$ cat src/design/timer_cmp_pkg.sv
package timer_cmp_pkg;

   // ***************************************************************
   // Register map, byte addresses on the APB
   // ***************************************************************
   localparam logic [7:0] ADDR_CTRL    = 8'h00;
   localparam logic [7:0] ADDR_COUNT   = 8'h04;
   localparam logic [7:0] ADDR_CMP_A   = 8'h08;
   localparam logic [7:0] ADDR_CMP_B   = 8'h0C;
   localparam logic [7:0] ADDR_ACTION  = 8'h10;
   localparam logic [7:0] ADDR_FORCE   = 8'h14;
   localparam logic [7:0] ADDR_FLAGS   = 8'h18;
   localparam logic [7:0] ADDR_IRQ_EN  = 8'h1C;

   // ***************************************************************
   // Field positions
   // ***************************************************************
   localparam int unsigned CTRL_WGM_LSB  = 0;
   localparam int unsigned CTRL_RUN_BIT  = 3;
   localparam int unsigned ACT_A_LSB     = 0;
   localparam int unsigned ACT_B_LSB     = 2;
   localparam int unsigned CH_A          = 0;
   localparam int unsigned CH_B          = 1;
   localparam int unsigned FLAG_WRAP_BIT = 2;

   // ***************************************************************
   // Reset values and counter limits
   // ***************************************************************
   localparam logic [7:0] CNT_MAX     = 8'hFF;
   localparam logic [7:0] CNT_BOTTOM  = 8'h00;
   localparam logic [7:0] CNT_ONE     = 8'h01;
   localparam logic [7:0] RST_BYTE    = 8'h00;
   localparam logic [2:0] RST_FLAGS   = 3'h0;
   localparam logic [31:0] RD_ZERO    = 32'h0000_0000;

   // ***************************************************************
   // Waveform select codes and output actions
   // ***************************************************************
   localparam logic [2:0] WGM_NORMAL    = 3'h0;
   localparam logic [2:0] WGM_PHASE_MAX = 3'h1;
   localparam logic [2:0] WGM_CTC       = 3'h2;
   localparam logic [2:0] WGM_FAST_MAX  = 3'h3;
   localparam logic [2:0] WGM_PHASE_CMP = 3'h5;
   localparam logic [2:0] WGM_FAST_CMP  = 3'h7;

   localparam logic [1:0] ACT_NONE   = 2'h0;
   localparam logic [1:0] ACT_TOGGLE = 2'h1;
   localparam logic [1:0] ACT_CLEAR  = 2'h2;
   localparam logic [1:0] ACT_SET    = 2'h3;

   typedef enum logic {DIR_UP, DIR_DOWN} dir_e;

   // Per-channel controls from the register file
   typedef struct packed {
      logic [1:0] action;
      logic       forceMatchStrobe;
      logic       flagClear;
      logic       wrEn;
      logic [7:0] wrData;
   } chan_ctl_s;

   // Shared counter state seen by both channels
   typedef struct packed {
      logic       tick;
      logic [7:0] count;
      logic       dblBuf;
      logic       pwmFast;
      logic       pwmPhase;
      logic       countDown;
      logic       updateNow;
      logic       bottomEvt;
      logic       block;
   } tmr_info_s;

endpackage

$ cat src/design/compare_channel.sv
`timescale 1ns/1ps
`default_nettype none

module compare_channel (
   input  wire logic                     clk,
   input  wire logic                     rst,
   input  wire timer_cmp_pkg::tmr_info_s info,
   input  wire timer_cmp_pkg::chan_ctl_s ctl,
   output logic [7:0]                    compareActive,
   output logic [7:0]                    compareRead,
   output logic                          matchFlag,
   output logic                          outputState
);

   logic [7:0] buf_q, buf_d, act_q, act_d;
   logic       flag_q, flag_d, state_q, state_d;
   logic       realMatch, forced, hit;

   // ***************************************************************
   // Comparator, buffer, flag and waveform generator
   // ***************************************************************
   always_comb begin
      realMatch = info.tick & (info.count == act_q) & ~info.block;
      forced    = ctl.forceMatchStrobe & ~info.dblBuf;
      hit       = realMatch | forced;
      buf_d     = ctl.wrEn ? ctl.wrData : buf_q;
      act_d     = act_q;
      if (ctl.wrEn && !info.dblBuf) begin
         act_d = ctl.wrData;
      end else if (info.dblBuf && info.updateNow) begin
         act_d = buf_q;
      end
      flag_d  = realMatch | (flag_q & ~ctl.flagClear);
      state_d = state_q;
      unique case (ctl.action)
         timer_cmp_pkg::ACT_NONE: state_d = state_q;
         timer_cmp_pkg::ACT_TOGGLE: begin
            if (hit) state_d = ~state_q;
         end
         timer_cmp_pkg::ACT_CLEAR, timer_cmp_pkg::ACT_SET: begin
            if (info.pwmPhase) begin
               if (hit) state_d = info.countDown ^ (ctl.action == timer_cmp_pkg::ACT_SET);
            end else begin
               if (hit) state_d = (ctl.action == timer_cmp_pkg::ACT_SET);
               // Bottom action applied last so compare at MAX gives a flat level
               if (info.pwmFast && info.bottomEvt) begin
                  state_d = (ctl.action == timer_cmp_pkg::ACT_CLEAR);
               end
            end
         end
      endcase
   end

   // Register stage
   always_ff @(posedge clk or posedge rst) begin
      if (rst) begin
         buf_q   <= timer_cmp_pkg::RST_BYTE;
         act_q   <= timer_cmp_pkg::RST_BYTE;
         flag_q  <= 1'b0;
         state_q <= 1'b0;
      end else begin
         buf_q   <= buf_d;
         act_q   <= act_d;
         flag_q  <= flag_d;
         state_q <= state_d;
      end
   end

   assign compareActive = act_q;
   assign compareRead   = info.dblBuf ? buf_q : act_q;
   assign matchFlag     = flag_q;
   assign outputState   = state_q;
endmodule // compare_channel

`default_nettype wire

$ cat src/design/timer_compare_output_unit.sv
// Function
// - Compare the 8-bit counter with each channel compare value continuously.
// - Set a channel match flag one timer cycle after equality.
// - An enabled channel with its flag set raises a compare interrupt request.
// - Interrupt service or writing one clears the match flag.
// - Waveform generator acts on match per mode, using max and bottom events.
// - Compare value is double buffered in PWM modes only.
// - Buffered value moves to active compare only at top or bottom.
// - CPU reaches the buffer when buffered, else the active compare directly.
// - Force strobe makes a comparator match in non-PWM modes.
// - Forced match sets no flag, leaves counter, but updates output state.
// - A counter write blocks compare matches in the next timer cycle.
// - Output state keeps its value across waveform mode changes.
// - Output action setting is unbuffered; applies from next compare match.
// - Any nonzero output action overrides the port output; direction stays port's.
// - Output action zero leaves output state unchanged on a match.
// - Only waveform select shapes counting; action picks polarity or set/clear/toggle.
// - Normal mode counts up only, wrapping from 0xFF to 0x00.
// - Normal mode sets wrap flag as counter becomes zero; cleared on service.
// - Normal mode accepts counter writes at any time.
// - Waveform select 2 clears the counter on channel A compare match.
// - Select 3 or 7 is fast PWM, top MAX or channel A compare.
// - Select 1 or 5 is phase correct PWM, top MAX or channel A compare.
`timescale 1ns/1ps
`default_nettype none

module timer_compare_output_unit (
   input  wire logic        clk,
   input  wire logic        rst,
   input  wire logic        psel,
   input  wire logic        penable,
   input  wire logic        pwrite,
   input  wire logic [7:0]  paddr,
   input  wire logic [31:0] pwdata,
   output logic [31:0]      prdata,
   output logic             pready,
   output logic             pslverr,
   input  wire logic [2:0]  irqAck,
   output logic [2:0]       irqReq,
   input  wire logic [1:0]  portOut,
   input  wire logic [1:0]  outputPinDirectionBit,
   output logic [1:0]       pinOut,
   output logic [1:0]       pinOe
);

   logic [2:0]  waveformSelect_q, waveformSelect_d;
   logic        run_q, run_d;
   logic [3:0]  outputActionSelect_q, outputActionSelect_d;
   logic [2:0]  irqEn_q, irqEn_d;
   logic        wrapFlag_q, wrapFlag_d;
   logic [7:0]  counterValue_q, counterValue_d;
   logic        block_q, block_d;
   logic [31:0] prdata_q, prdata_d;
   timer_cmp_pkg::dir_e dir_q, dir_d;

   logic        wrStrobe, rdSetup, addrOk, cntWrite;
   logic        modeNormal, modeCtc, modeFast, modePhase, topFromA;
   logic [7:0]  topValue;
   logic        atTop, atBottom, wrapEvt;
   logic [1:0]  matchFlag, outputState;
   logic [7:0]  compareActiveA, compareReadA, compareReadB;
   timer_cmp_pkg::tmr_info_s info;
   timer_cmp_pkg::chan_ctl_s ctlA, ctlB;

   // ***************************************************************
   // APB decode
   // ***************************************************************
   always_comb begin
      wrStrobe = psel & penable & pwrite;
      rdSetup  = psel & ~penable & ~pwrite;
      unique case (paddr)
         timer_cmp_pkg::ADDR_CTRL, timer_cmp_pkg::ADDR_COUNT,
         timer_cmp_pkg::ADDR_CMP_A, timer_cmp_pkg::ADDR_CMP_B,
         timer_cmp_pkg::ADDR_ACTION, timer_cmp_pkg::ADDR_FORCE,
         timer_cmp_pkg::ADDR_FLAGS, timer_cmp_pkg::ADDR_IRQ_EN: addrOk = 1'b1;
         default: addrOk = 1'b0;
      endcase
      cntWrite = wrStrobe & (paddr == timer_cmp_pkg::ADDR_COUNT);
   end

   // Zero wait state answer, error on unmapped address
   assign pready  = psel & penable;
   assign pslverr = psel & penable & ~addrOk;
   assign prdata  = prdata_q;

   // ***************************************************************
   // Mode decode and counter limits
   // ***************************************************************
   always_comb begin
      modeNormal = (waveformSelect_q == timer_cmp_pkg::WGM_NORMAL);
      modeCtc    = (waveformSelect_q == timer_cmp_pkg::WGM_CTC);
      modeFast   = (waveformSelect_q == timer_cmp_pkg::WGM_FAST_MAX) ||
                   (waveformSelect_q == timer_cmp_pkg::WGM_FAST_CMP);
      modePhase  = (waveformSelect_q == timer_cmp_pkg::WGM_PHASE_MAX) ||
                   (waveformSelect_q == timer_cmp_pkg::WGM_PHASE_CMP);
      topFromA   = (waveformSelect_q == timer_cmp_pkg::WGM_FAST_CMP) ||
                   (waveformSelect_q == timer_cmp_pkg::WGM_PHASE_CMP) || modeCtc;
      topValue   = topFromA ? compareActiveA : timer_cmp_pkg::CNT_MAX;
      atTop      = (counterValue_q == topValue);
      atBottom   = (counterValue_q == timer_cmp_pkg::CNT_BOTTOM);
   end

   // ***************************************************************
   // Counter, direction, wrap flag and match block
   // ***************************************************************
   always_comb begin
      counterValue_d = counterValue_q;
      dir_d          = dir_q;
      wrapEvt        = 1'b0;
      block_d        = cntWrite;
      if (cntWrite) begin
         counterValue_d = pwdata[7:0];
      end else if (run_q) begin
         if (modePhase) begin
            if (dir_q == timer_cmp_pkg::DIR_UP && atTop) begin
               dir_d          = timer_cmp_pkg::DIR_DOWN;
               counterValue_d = counterValue_q - timer_cmp_pkg::CNT_ONE;
            end else if (dir_q == timer_cmp_pkg::DIR_DOWN && atBottom) begin
               dir_d          = timer_cmp_pkg::DIR_UP;
               counterValue_d = counterValue_q + timer_cmp_pkg::CNT_ONE;
               wrapEvt        = 1'b1;
            end else if (dir_q == timer_cmp_pkg::DIR_DOWN) begin
               counterValue_d = counterValue_q - timer_cmp_pkg::CNT_ONE;
            end else begin
               counterValue_d = counterValue_q + timer_cmp_pkg::CNT_ONE;
            end
         end else if ((modeFast || modeCtc) && atTop) begin
            counterValue_d = timer_cmp_pkg::CNT_BOTTOM;
            wrapEvt        = modeFast || (counterValue_q == timer_cmp_pkg::CNT_MAX);
         end else begin
            counterValue_d = counterValue_q + timer_cmp_pkg::CNT_ONE;
            wrapEvt        = (counterValue_q == timer_cmp_pkg::CNT_MAX);
         end
      end
      if (!modePhase) begin
         dir_d = timer_cmp_pkg::DIR_UP;
      end
      // Hardware set wins over software and service clear
      wrapFlag_d = wrapEvt | (wrapFlag_q & ~irqAck[timer_cmp_pkg::FLAG_WRAP_BIT] &
                   ~(wrStrobe && paddr == timer_cmp_pkg::ADDR_FLAGS &&
                     pwdata[timer_cmp_pkg::FLAG_WRAP_BIT]));
   end

   // ***************************************************************
   // Control registers and read data
   // ***************************************************************
   always_comb begin
      waveformSelect_d     = waveformSelect_q;
      run_d                = run_q;
      outputActionSelect_d = outputActionSelect_q;
      irqEn_d              = irqEn_q;
      if (wrStrobe && paddr == timer_cmp_pkg::ADDR_CTRL) begin
         waveformSelect_d = pwdata[timer_cmp_pkg::CTRL_WGM_LSB +: 3];
         run_d            = pwdata[timer_cmp_pkg::CTRL_RUN_BIT];
      end
      if (wrStrobe && paddr == timer_cmp_pkg::ADDR_ACTION) begin
         outputActionSelect_d = pwdata[3:0];
      end
      if (wrStrobe && paddr == timer_cmp_pkg::ADDR_IRQ_EN) begin
         irqEn_d = pwdata[2:0];
      end
      prdata_d = prdata_q;
      if (rdSetup) begin
         prdata_d = timer_cmp_pkg::RD_ZERO;
         unique case (paddr)
            timer_cmp_pkg::ADDR_CTRL:   prdata_d[3:0] = {run_q, waveformSelect_q};
            timer_cmp_pkg::ADDR_COUNT:  prdata_d[7:0] = counterValue_q;
            timer_cmp_pkg::ADDR_CMP_A:  prdata_d[7:0] = compareReadA;
            timer_cmp_pkg::ADDR_CMP_B:  prdata_d[7:0] = compareReadB;
            timer_cmp_pkg::ADDR_ACTION: prdata_d[3:0] = outputActionSelect_q;
            timer_cmp_pkg::ADDR_FLAGS:  prdata_d[2:0] = {wrapFlag_q, matchFlag};
            timer_cmp_pkg::ADDR_IRQ_EN: prdata_d[2:0] = irqEn_q;
            default:                    prdata_d = timer_cmp_pkg::RD_ZERO;
         endcase
      end
   end

   // Register stage
   always_ff @(posedge clk or posedge rst) begin
      if (rst) begin
         waveformSelect_q     <= timer_cmp_pkg::WGM_NORMAL;
         run_q                <= 1'b0;
         outputActionSelect_q <= 4'h0;
         irqEn_q              <= timer_cmp_pkg::RST_FLAGS;
         wrapFlag_q           <= 1'b0;
         counterValue_q       <= timer_cmp_pkg::RST_BYTE;
         block_q              <= 1'b0;
         dir_q                <= timer_cmp_pkg::DIR_UP;
         prdata_q             <= timer_cmp_pkg::RD_ZERO;
      end else begin
         waveformSelect_q     <= waveformSelect_d;
         run_q                <= run_d;
         outputActionSelect_q <= outputActionSelect_d;
         irqEn_q              <= irqEn_d;
         wrapFlag_q           <= wrapFlag_d;
         counterValue_q       <= counterValue_d;
         block_q              <= block_d;
         dir_q                <= dir_d;
         prdata_q             <= prdata_d;
      end
   end

   // ***************************************************************
   // Channel instances
   // ***************************************************************
   always_comb begin
      info.tick      = run_q;
      info.count     = counterValue_q;
      info.dblBuf    = modeFast | modePhase;
      info.pwmFast   = modeFast;
      info.pwmPhase  = modePhase;
      info.countDown = (dir_q == timer_cmp_pkg::DIR_DOWN);
      info.updateNow = run_q & ~cntWrite &
                       ((modeFast & atTop) |
                        (modePhase & atTop & (dir_q == timer_cmp_pkg::DIR_UP)));
      info.bottomEvt = run_q & ~cntWrite & modeFast & atTop;
      info.block     = block_q;
      ctlA.action    = outputActionSelect_q[timer_cmp_pkg::ACT_A_LSB +: 2];
      ctlB.action    = outputActionSelect_q[timer_cmp_pkg::ACT_B_LSB +: 2];
      ctlA.forceMatchStrobe = wrStrobe & (paddr == timer_cmp_pkg::ADDR_FORCE) &
                       pwdata[timer_cmp_pkg::CH_A];
      ctlB.forceMatchStrobe = wrStrobe & (paddr == timer_cmp_pkg::ADDR_FORCE) &
                       pwdata[timer_cmp_pkg::CH_B];
      ctlA.flagClear = irqAck[timer_cmp_pkg::CH_A] |
                       (wrStrobe & (paddr == timer_cmp_pkg::ADDR_FLAGS) &
                        pwdata[timer_cmp_pkg::CH_A]);
      ctlB.flagClear = irqAck[timer_cmp_pkg::CH_B] |
                       (wrStrobe & (paddr == timer_cmp_pkg::ADDR_FLAGS) &
                        pwdata[timer_cmp_pkg::CH_B]);
      ctlA.wrEn      = wrStrobe & (paddr == timer_cmp_pkg::ADDR_CMP_A);
      ctlB.wrEn      = wrStrobe & (paddr == timer_cmp_pkg::ADDR_CMP_B);
      ctlA.wrData    = pwdata[7:0];
      ctlB.wrData    = pwdata[7:0];
   end

   // Channel A also supplies the top value
   compare_channel chanA (
      .clk           (clk),
      .rst           (rst),
      .info          (info),
      .ctl           (ctlA),
      .compareActive (compareActiveA),
      .compareRead   (compareReadA),
      .matchFlag     (matchFlag[timer_cmp_pkg::CH_A]),
      .outputState   (outputState[timer_cmp_pkg::CH_A])
   );

   // Channel B
   compare_channel chanB (
      .clk           (clk),
      .rst           (rst),
      .info          (info),
      .ctl           (ctlB),
      .compareActive (),
      .compareRead   (compareReadB),
      .matchFlag     (matchFlag[timer_cmp_pkg::CH_B]),
      .outputState   (outputState[timer_cmp_pkg::CH_B])
   );

   // ***************************************************************
   // Interrupt requests and pin override
   // ***************************************************************
   assign irqReq = {wrapFlag_q, matchFlag} & irqEn_q;
   assign pinOut[0] = (|outputActionSelect_q[1:0]) ? outputState[0] : portOut[0];
   assign pinOut[1] = (|outputActionSelect_q[3:2]) ? outputState[1] : portOut[1];
   assign pinOe  = outputPinDirectionBit;
endmodule // timer_compare_output_unit

`default_nettype wire

$ cat config.mk
export PLATFORM = sky130hd
export DESIGN_NAME = timer_compare_output_unit
export DESIGN_NICKNAME = d
export VERILOG_FILES = /design/src/design/timer_cmp_pkg.sv /design/src/design/compare_channel.sv /design/src/design/timer_compare_output_unit.sv
export SDC_FILE = /design/constraint.sdc
export NUM_CORES = 1
export LEC_CHECK = 0
export ABC_AREA = 1
export BUFFER_PORTS_ARGS = -buffer_cell sky130_fd_sc_hd__clkbuf_2
export CAP_MARGIN = 20
export CORE_MARGIN = 2
export CORE_UTILIZATION = 45
export DETAILED_ROUTE_END_ITERATION = 10
export PLACE_DENSITY = 0.67
export RECOVER_POWER = 50
export SYNTH_ARGS = -nofsm -noshare
export SYNTH_HDL_FRONTEND = slang
export SYNTH_HIERARCHICAL = 1
export SYNTH_SLANG_ARGS = --single-unit
$ cat constraint.sdc
create_clock -name clk -period 2.5 [get_ports clk]
set_clock_uncertainty 0.1 [all_clocks]
set_input_delay 0.5 -clock clk [delete_from_list [all_inputs] [get_ports clk]]
set_output_delay 0.5 -clock clk [all_outputs]
set_load 0.02 [all_outputs]
==> out/qor.yml, run 1 <==
worst-path-buf-inv: 4
fin_crit_sh_pct: 91.9
io_buffers: 40
vdd_drop_max_v: 0.000253
setup_viol: 0
cp-end-kind: "flop"
filler_cell_count: 1124
core_um2: 10700
p_comb_share_pct: 33.0
grt_max_degree: 29
synthCells: 734
antenna_left: 0
critPathSlowestCell: "dfrtp_1"
rows: 38
finalHoldViolCount: 0
critPathTopFamily: "simple AND/OR/NAND/NOR gates"
timing.final.crit_period_ns: 2.30
tightest_slew_ns: 0.778
post_drt_wl_per_cell_um: 14.7
clockRootBuffer: "clkbuf_8"
p_seq_share_pct: 36.1
yosysUniqueCellTypes: 45
crit_fanout: 16
antenna_cells: 0
vias: 4788
clkSinkCount: 66
fmax_mhz: 435
h-tree-depth: 3
min_path_type: "in -> reg"
die_h_um: 108
hold_ws_ns: 0.314
ys_seq_elements: 66
synth.avg_cell_area_um2: 6.69
final_area_um2: 5550
status: "completed"
p_int_mw: 2.12
fin_cells: 943
track_usage_pct: 25.4
clk_latency_ns: 0.37
grt_first_pass_wirelength_mm: 22.7
post-route-util_pct: 51.7
cts_buffers: 9
clkPwrFrac_pct: 30.8
gp_congestion: 0.940
io_pins: 93
critPathKind: "reg -> reg"
crit-reg2reg-launch: "waveformSelect_q[2]"
path_cells: "inv_2, nand2_2, nand2_8, nand3_1, nand2_1, nand2_1, inv_1, nand2_1, nor2_2, nand3_2, o21ai_1, buf_4, nand2_1, nand2_4, inv_2, nand2_1, o21ai_1"
viasPerCell: 5.08
post-route-drc-count: 0
grt-ovfl-total: 0
antenna_found_initial: 0
postCtsSetupRepairBufs: 0
power_leakage_nw: 2.87
worstSetupStartpoint: "waveformSelect_q[2]"
layout.cells.most_common: "nand2_1"
placedCellCount: 926
grt_pass1_vias: 4608
clk_pin_slew_worst_paths_ns: 0.08
drtIter0Drc: 380
fin_nets: 853
start_kind: "flop"
post_dp_cell_area_um2: 5300
drt-total-wl_mm: 13.9
final_cell_mix: "nand2_1 (235), inv_1 (98), o21ai_0 (66)"
cp.arrival_ns: 2.44
switchingPower_mw: 1.26
hpwl_mm: 10.7
initial_utilization_pct: 45.7
ys_warn_count: 6
syn_to_final_growth_pct: 13.1
max_slew_margin_pct: 48.1
die_x_um: 108
design.die.area_um2: 11800
mappedNetlistArea_um2: 4910
maxCapViolations: 0
hp-start: "pwdata[1]"
p_per_area_nw_per_um2: 608
dr.pass1.iters: 5
cp.required_ns: 2.65
drive_gt1_share_pct: 16.2
finalMaxSlewViolations: 0
clockBufferDepth: 2
cts_tree: "done"
total_power_mw: 3.38
cpPeakStageDelay_ns: 0.40
yosysSeqAreaShare_pct: 33.6
swShare_pct: 37.3
path_common_cell: "nand2_1"
-- path summary, 6_finish.rpt --
check	depth (start not counted)	end	slack [ns]
min reg2reg	2	prdata[6]	0.39
max	17	chanB/compareActive[6]	0.20
max in group asynchronous	4	waveformSelect_q[0]	0.81
max reg2reg	17	chanB/compareActive[6]	0.20
min in group asynchronous	3	prdata[6]	0.53
min	3	chanB/buf_q[1]	0.31
-- stage by stage --
step / TNS [ns] / setup WS, ns
after floorplan: 0 / 0.235
after global placement: 0 / 0.0129
after detailed placement: -0.0704 / -0.0704
after CTS: 0 / 0.00252
after global routing: -0.00509 / -0.00509
final: 0 / 0.204
-- tightest hold or removal path: stages --
cell and delay, ns:
clkbuf_2 0.11, inv_1 0.07, a21oi_1 0.06
-- Yosys cell counts, drive strengths merged --
cell type	number	area, um2
nand4	11	75.1
a21oi	15	75.1
o22ai	7	43.8
or2	2	15.0
clkbuf	6	22.5
xnor2	6	52.6
o31ai	5	37.5
a2bb2oi	1	8.76
a31oi	1	6.26
nand3	43	233
nand2	251	1020
nor2	44	204
o21ai	88	440
inv	111	422
xor2	8	70.1
mux2	2	22.5
buf	39	305
dfrtp	66	1650
ha	3	37.5
o21bai	4	37.5
and2	1	6.26
conb	1	3.75
clkinv	5	18.8
nand3b	3	22.5
a211oi	1	7.51
o221ai	1	15.0
o211ai	2	15.0
nor3	7	40.0
-- kinds of logic after synthesis --
| group | Yosys count | share of synthesized area (%) |
|---|---|---|
| AND/OR/NAND/NOR | 362 | 32.9 |
| other | 1 | 0.0764 |
| adder cells (fa/ha/maj) | 3 | 0.764 |
| flip-flops | 66 | 33.6 |
| AO/OA/AOI/OAI | 125 | 14.0 |
| buffers and inverters | 161 | 15.6 |
| XOR/XNOR | 14 | 2.50 |
| multiplexers | 2 | 0.459 |
-- registers in the layout, indices dropped and copies added, names as in the netlist, 3 cells and up --
name and flops:
chanA/buf_q 8, chanA/compareActive 8, chanB/buf_q 8, chanB/compareActive 8
counterValue_q 8, irqEn_q 3, outputActionSelect_q 4, prdata 8
waveformSelect_q 3
-- cell type report --
class	count	area, um2	area share [%]
Multi-Input combinational cell	530	2620	47.2
Tap cell	140	175	3.15
Sequential cell	66	1650	29.8
Clock inverter	6	90.1	1.62
Clock buffer	10	128	2.30
Timing Repair Buffer	75	450	8.11
Inverter	116	439	7.91
-- routing by layer --
| metal | GRT usage, % | vias up | share of wire, % |
|---|---|---|---|
| li1 | - | 2393 | - |
| met1 | 32.0 | 2178 | 45 |
| met2 | 42.4 | 191 | 46 |
| met3 | 5.61 | 26 | 6.7 |
| met4 | 9.62 | 0 | 2.4 |
| met5 | 0 | - | 0 |
-- power by group through the flow --
stage                     registers, mW  clock network [mW]  logic (mW)
after CTS                          1.22                1.05        1.09
after floorplan                    1.22                   0       0.772
after detailed placement           1.24                   0        1.08
after global placement             1.24                   0        1.06
final                              1.22                1.04        1.11
after global routing               1.23                1.11        1.25
-- what timing repair did --
item / in CTS / in global routing
endpoints found under the setup margin: 1 / 18
resized for setup: 2 / 9
hold endpoints to repair: 7 / 0
hold buffers: 1 / 0
Note: power is estimated with default switching activity, not from simulation.
==> run 2, diff against run 1 <==
--- a/config.mk
+++ b/config.mk
@@ -8,6 +8,7 @@
 export ABC_AREA = 1
 export BUFFER_PORTS_ARGS = -buffer_cell sky130_fd_sc_hd__clkbuf_2
 export CAP_MARGIN = 20
+export CORE_ASPECT_RATIO = 0.8
 export CORE_MARGIN = 2
 export CORE_UTILIZATION = 45
 export DETAILED_ROUTE_END_ITERATION = 10
==> run 2 against run 1 <==
Net effect:
- the run now ends with capacitance limit, slew limit left
- critical path depth down 2
- via count down 0.61%
- count of clock-buffer cells in the layout up 1
- combinational power about the same
- first-iteration DRC count up 9.2%
- wire length down 1.7%
- sequential power about the same
- largest cell class unchanged
- fmax down 1.5%
- sequential share of layout area down 0.35 points
- register-to-register slack worse by 0.03 ns
==> out/qor.yml, run 2 (synthesized netlist as in run 1, its figures left out) <==
cts_tree: "done"
power_leakage_nw: 2.91  # +1.5%
maxCapViolations: 1  # +1
fin_crit_sh_pct: 93.2  # +1.4 points
io_pins: 93  # unchanged
tightest_slew_ns: 1.76  # +0.982 ns
h-tree-depth: 3  # unchanged
grt_max_degree: 31  # +6.9%
post_drt_wl_per_cell_um: 14.5  # -1.8%
die_x_um: 121  # +11%
p_per_area_nw_per_um2: 636  # +4.7%
total_power_mw: 3.57  # +5.9%
met3_usage_pct: 4.23  # -1.4 points
die_h_um: 97.4  # -10%
hpwl_mm: 10.5  # -1.4%
grt_pass1_vias: 4471  # -3.0%
syn_to_final_growth_pct: 14.4
grt-ovfl-total: 0  # unchanged
clk_pin_slew_worst_paths_ns: 0.06  # -0.02 ns
gp_congestion: 0.919  # -2.3%
status: "finished with violations"
clockRootBuffer: "clkbuf_16"
start_kind: "flop"
grt_util_met2_pct: 37.3  # -5.1 points
clk_latency_ns: 0.33  # -0.04 ns
drtIter0Drc: 415  # +9.2%
finalMaxSlewViolations: 31  # +31
use_met1_pct: 34.6  # +2.6 points
track_usage_pct: 24.1  # -1.2 points
design.die.area_um2: 11800  # about the same
initial_utilization_pct: 45.6  # -0.074 points
cts_buffers: 9  # unchanged
core_um2: 10800  # +0.16%
clockBufferDepth: 2  # unchanged
grt_first_pass_wirelength_mm: 22.3  # -1.9%
antenna_cells: 0  # unchanged
layout.cells.most_common: "nand2_1"
cts_hold_buf: 0  # -1
setup_viol: 0  # unchanged
drive_gt1_share_pct: 16.0  # -0.19 points
post-route-drc-count: 0  # unchanged
min_path_type: "in -> async"
cp-end-kind: "flop"
io_buffers: 40  # unchanged
viasPerCell: 5.04  # -0.71%
max_slew_margin_pct: -17.3  # -65 points
tns_ns: 0  # unchanged
drt-total-wl_mm: 13.7  # -1.7%
antenna_left: 0  # unchanged
antenna_found_initial: 0  # unchanged
finalHoldViolCount: 0  # unchanged
dr.pass1.iters: 5  # unchanged
final_cell_mix: "nand2_1 (235), inv_1 (98), o21ai_0 (66), dfrtp_1 (66), nand3_1 (40)"
grt.busiest_layer: "met2"
violations: "capacitance limit, slew limit"
clkSinkCount: 66  # unchanged
fmax_mhz: 429  # -1.5%
rows: 34  # -11%
timing.final.crit_period_ns: 2.33  # +0.0349 ns
vias: 4759  # -0.61%
grt_setup_unrepaired: "false"
critPathKind: "reg -> reg"
fin_nets: 850  # -0.35%
cp.required_ns: 2.62  # -0.03 ns
cp.arrival_ns: 2.45  # about the same
crit_fanout: 8  # -8
vdd_drop_max_v: 0.000402  # +59%
## run 2: power breakdown
group / leakage (nW) / internal, mW / total, mW / switching, mW
Sequential: 0.808 / 1.13 / 1.20 / 0.0671
Clock: 0.149 / 0.795 / 1.27 / 0.473
Combinational: 1.96 / 0.400 / 1.11 / 0.710
## run 2: routing by layer
metal | share of wire (%) | up-vias
met3 | 5.7 | 19
met2 | 44 | 163
met1 | 49 | 2189
li1 | - | 2388
met4 | 1.6 | 0
met5 | 0 | -
## run 2: what timing repair did
action	CTS	global route
buffers inserted	0	1
resized for setup	0	10
endpoints found under the setup margin	0	18
## run 2: critical path, cell delays in order, from the launching register on
cell      delay (ns)
dfrtp_1         0.47
inv_4           0.15
nand2_4         0.10
nand3_1         0.08
nand2_1         0.05
nand2_1         0.10
nand2_1         0.07
nor2_1          0.18
nand3_2         0.15
nor2_4          0.15
nand2_1         0.06
o31ai_1         0.19
o21bai_2        0.17
nand2_1         0.07
nand2_1         0.06
nand2_1         0.05
## run 2: area by class of cell
class / instances / area (um2)
Fill cell: 1104 / 5150
Multi-Input combinational cell: 531 / 2620
Sequential cell: 66 / 1650
Inverter: 116 / 444
Timing Repair Buffer: 71 / 422
Clock buffer: 11 / 243
Tap cell: 144 / 180
Clock inverter: 5 / 53.8
## run 2: metrics by stage
stage                     worst slack, ns  hold slack [ns]  instances  utilization (%)  cell area (um2)
after detailed placement            0.101            0.381        926             49.0             5280
after global routing             0.000622            0.271        944             52.2             5620
after CTS                          0.0845            0.179        942             51.8             5570
after global placement              0.149            0.366        926             49.0             5280
after floorplan                     0.235            0.339        757                -             5000
final                               0.169            0.209        944             52.2             5620
## run 2: worst paths after layout
check,from,end,slack (ns),cells past startpoint
min in group clk,pwdata[1],chanB/buf_q[1],0.35,3
max in group asynchronous,rst,outputActionSelect_q[0],0.58,3
worst max-delay path,waveformSelect_q[0],chanA/outputState,0.17,15
worst max register to register,waveformSelect_q[0],chanA/outputState,0.17,15
worst min-delay path,rst,chanB/matchFlag,0.21,2
worst min register to register,prdata[6],prdata[6],0.38,2
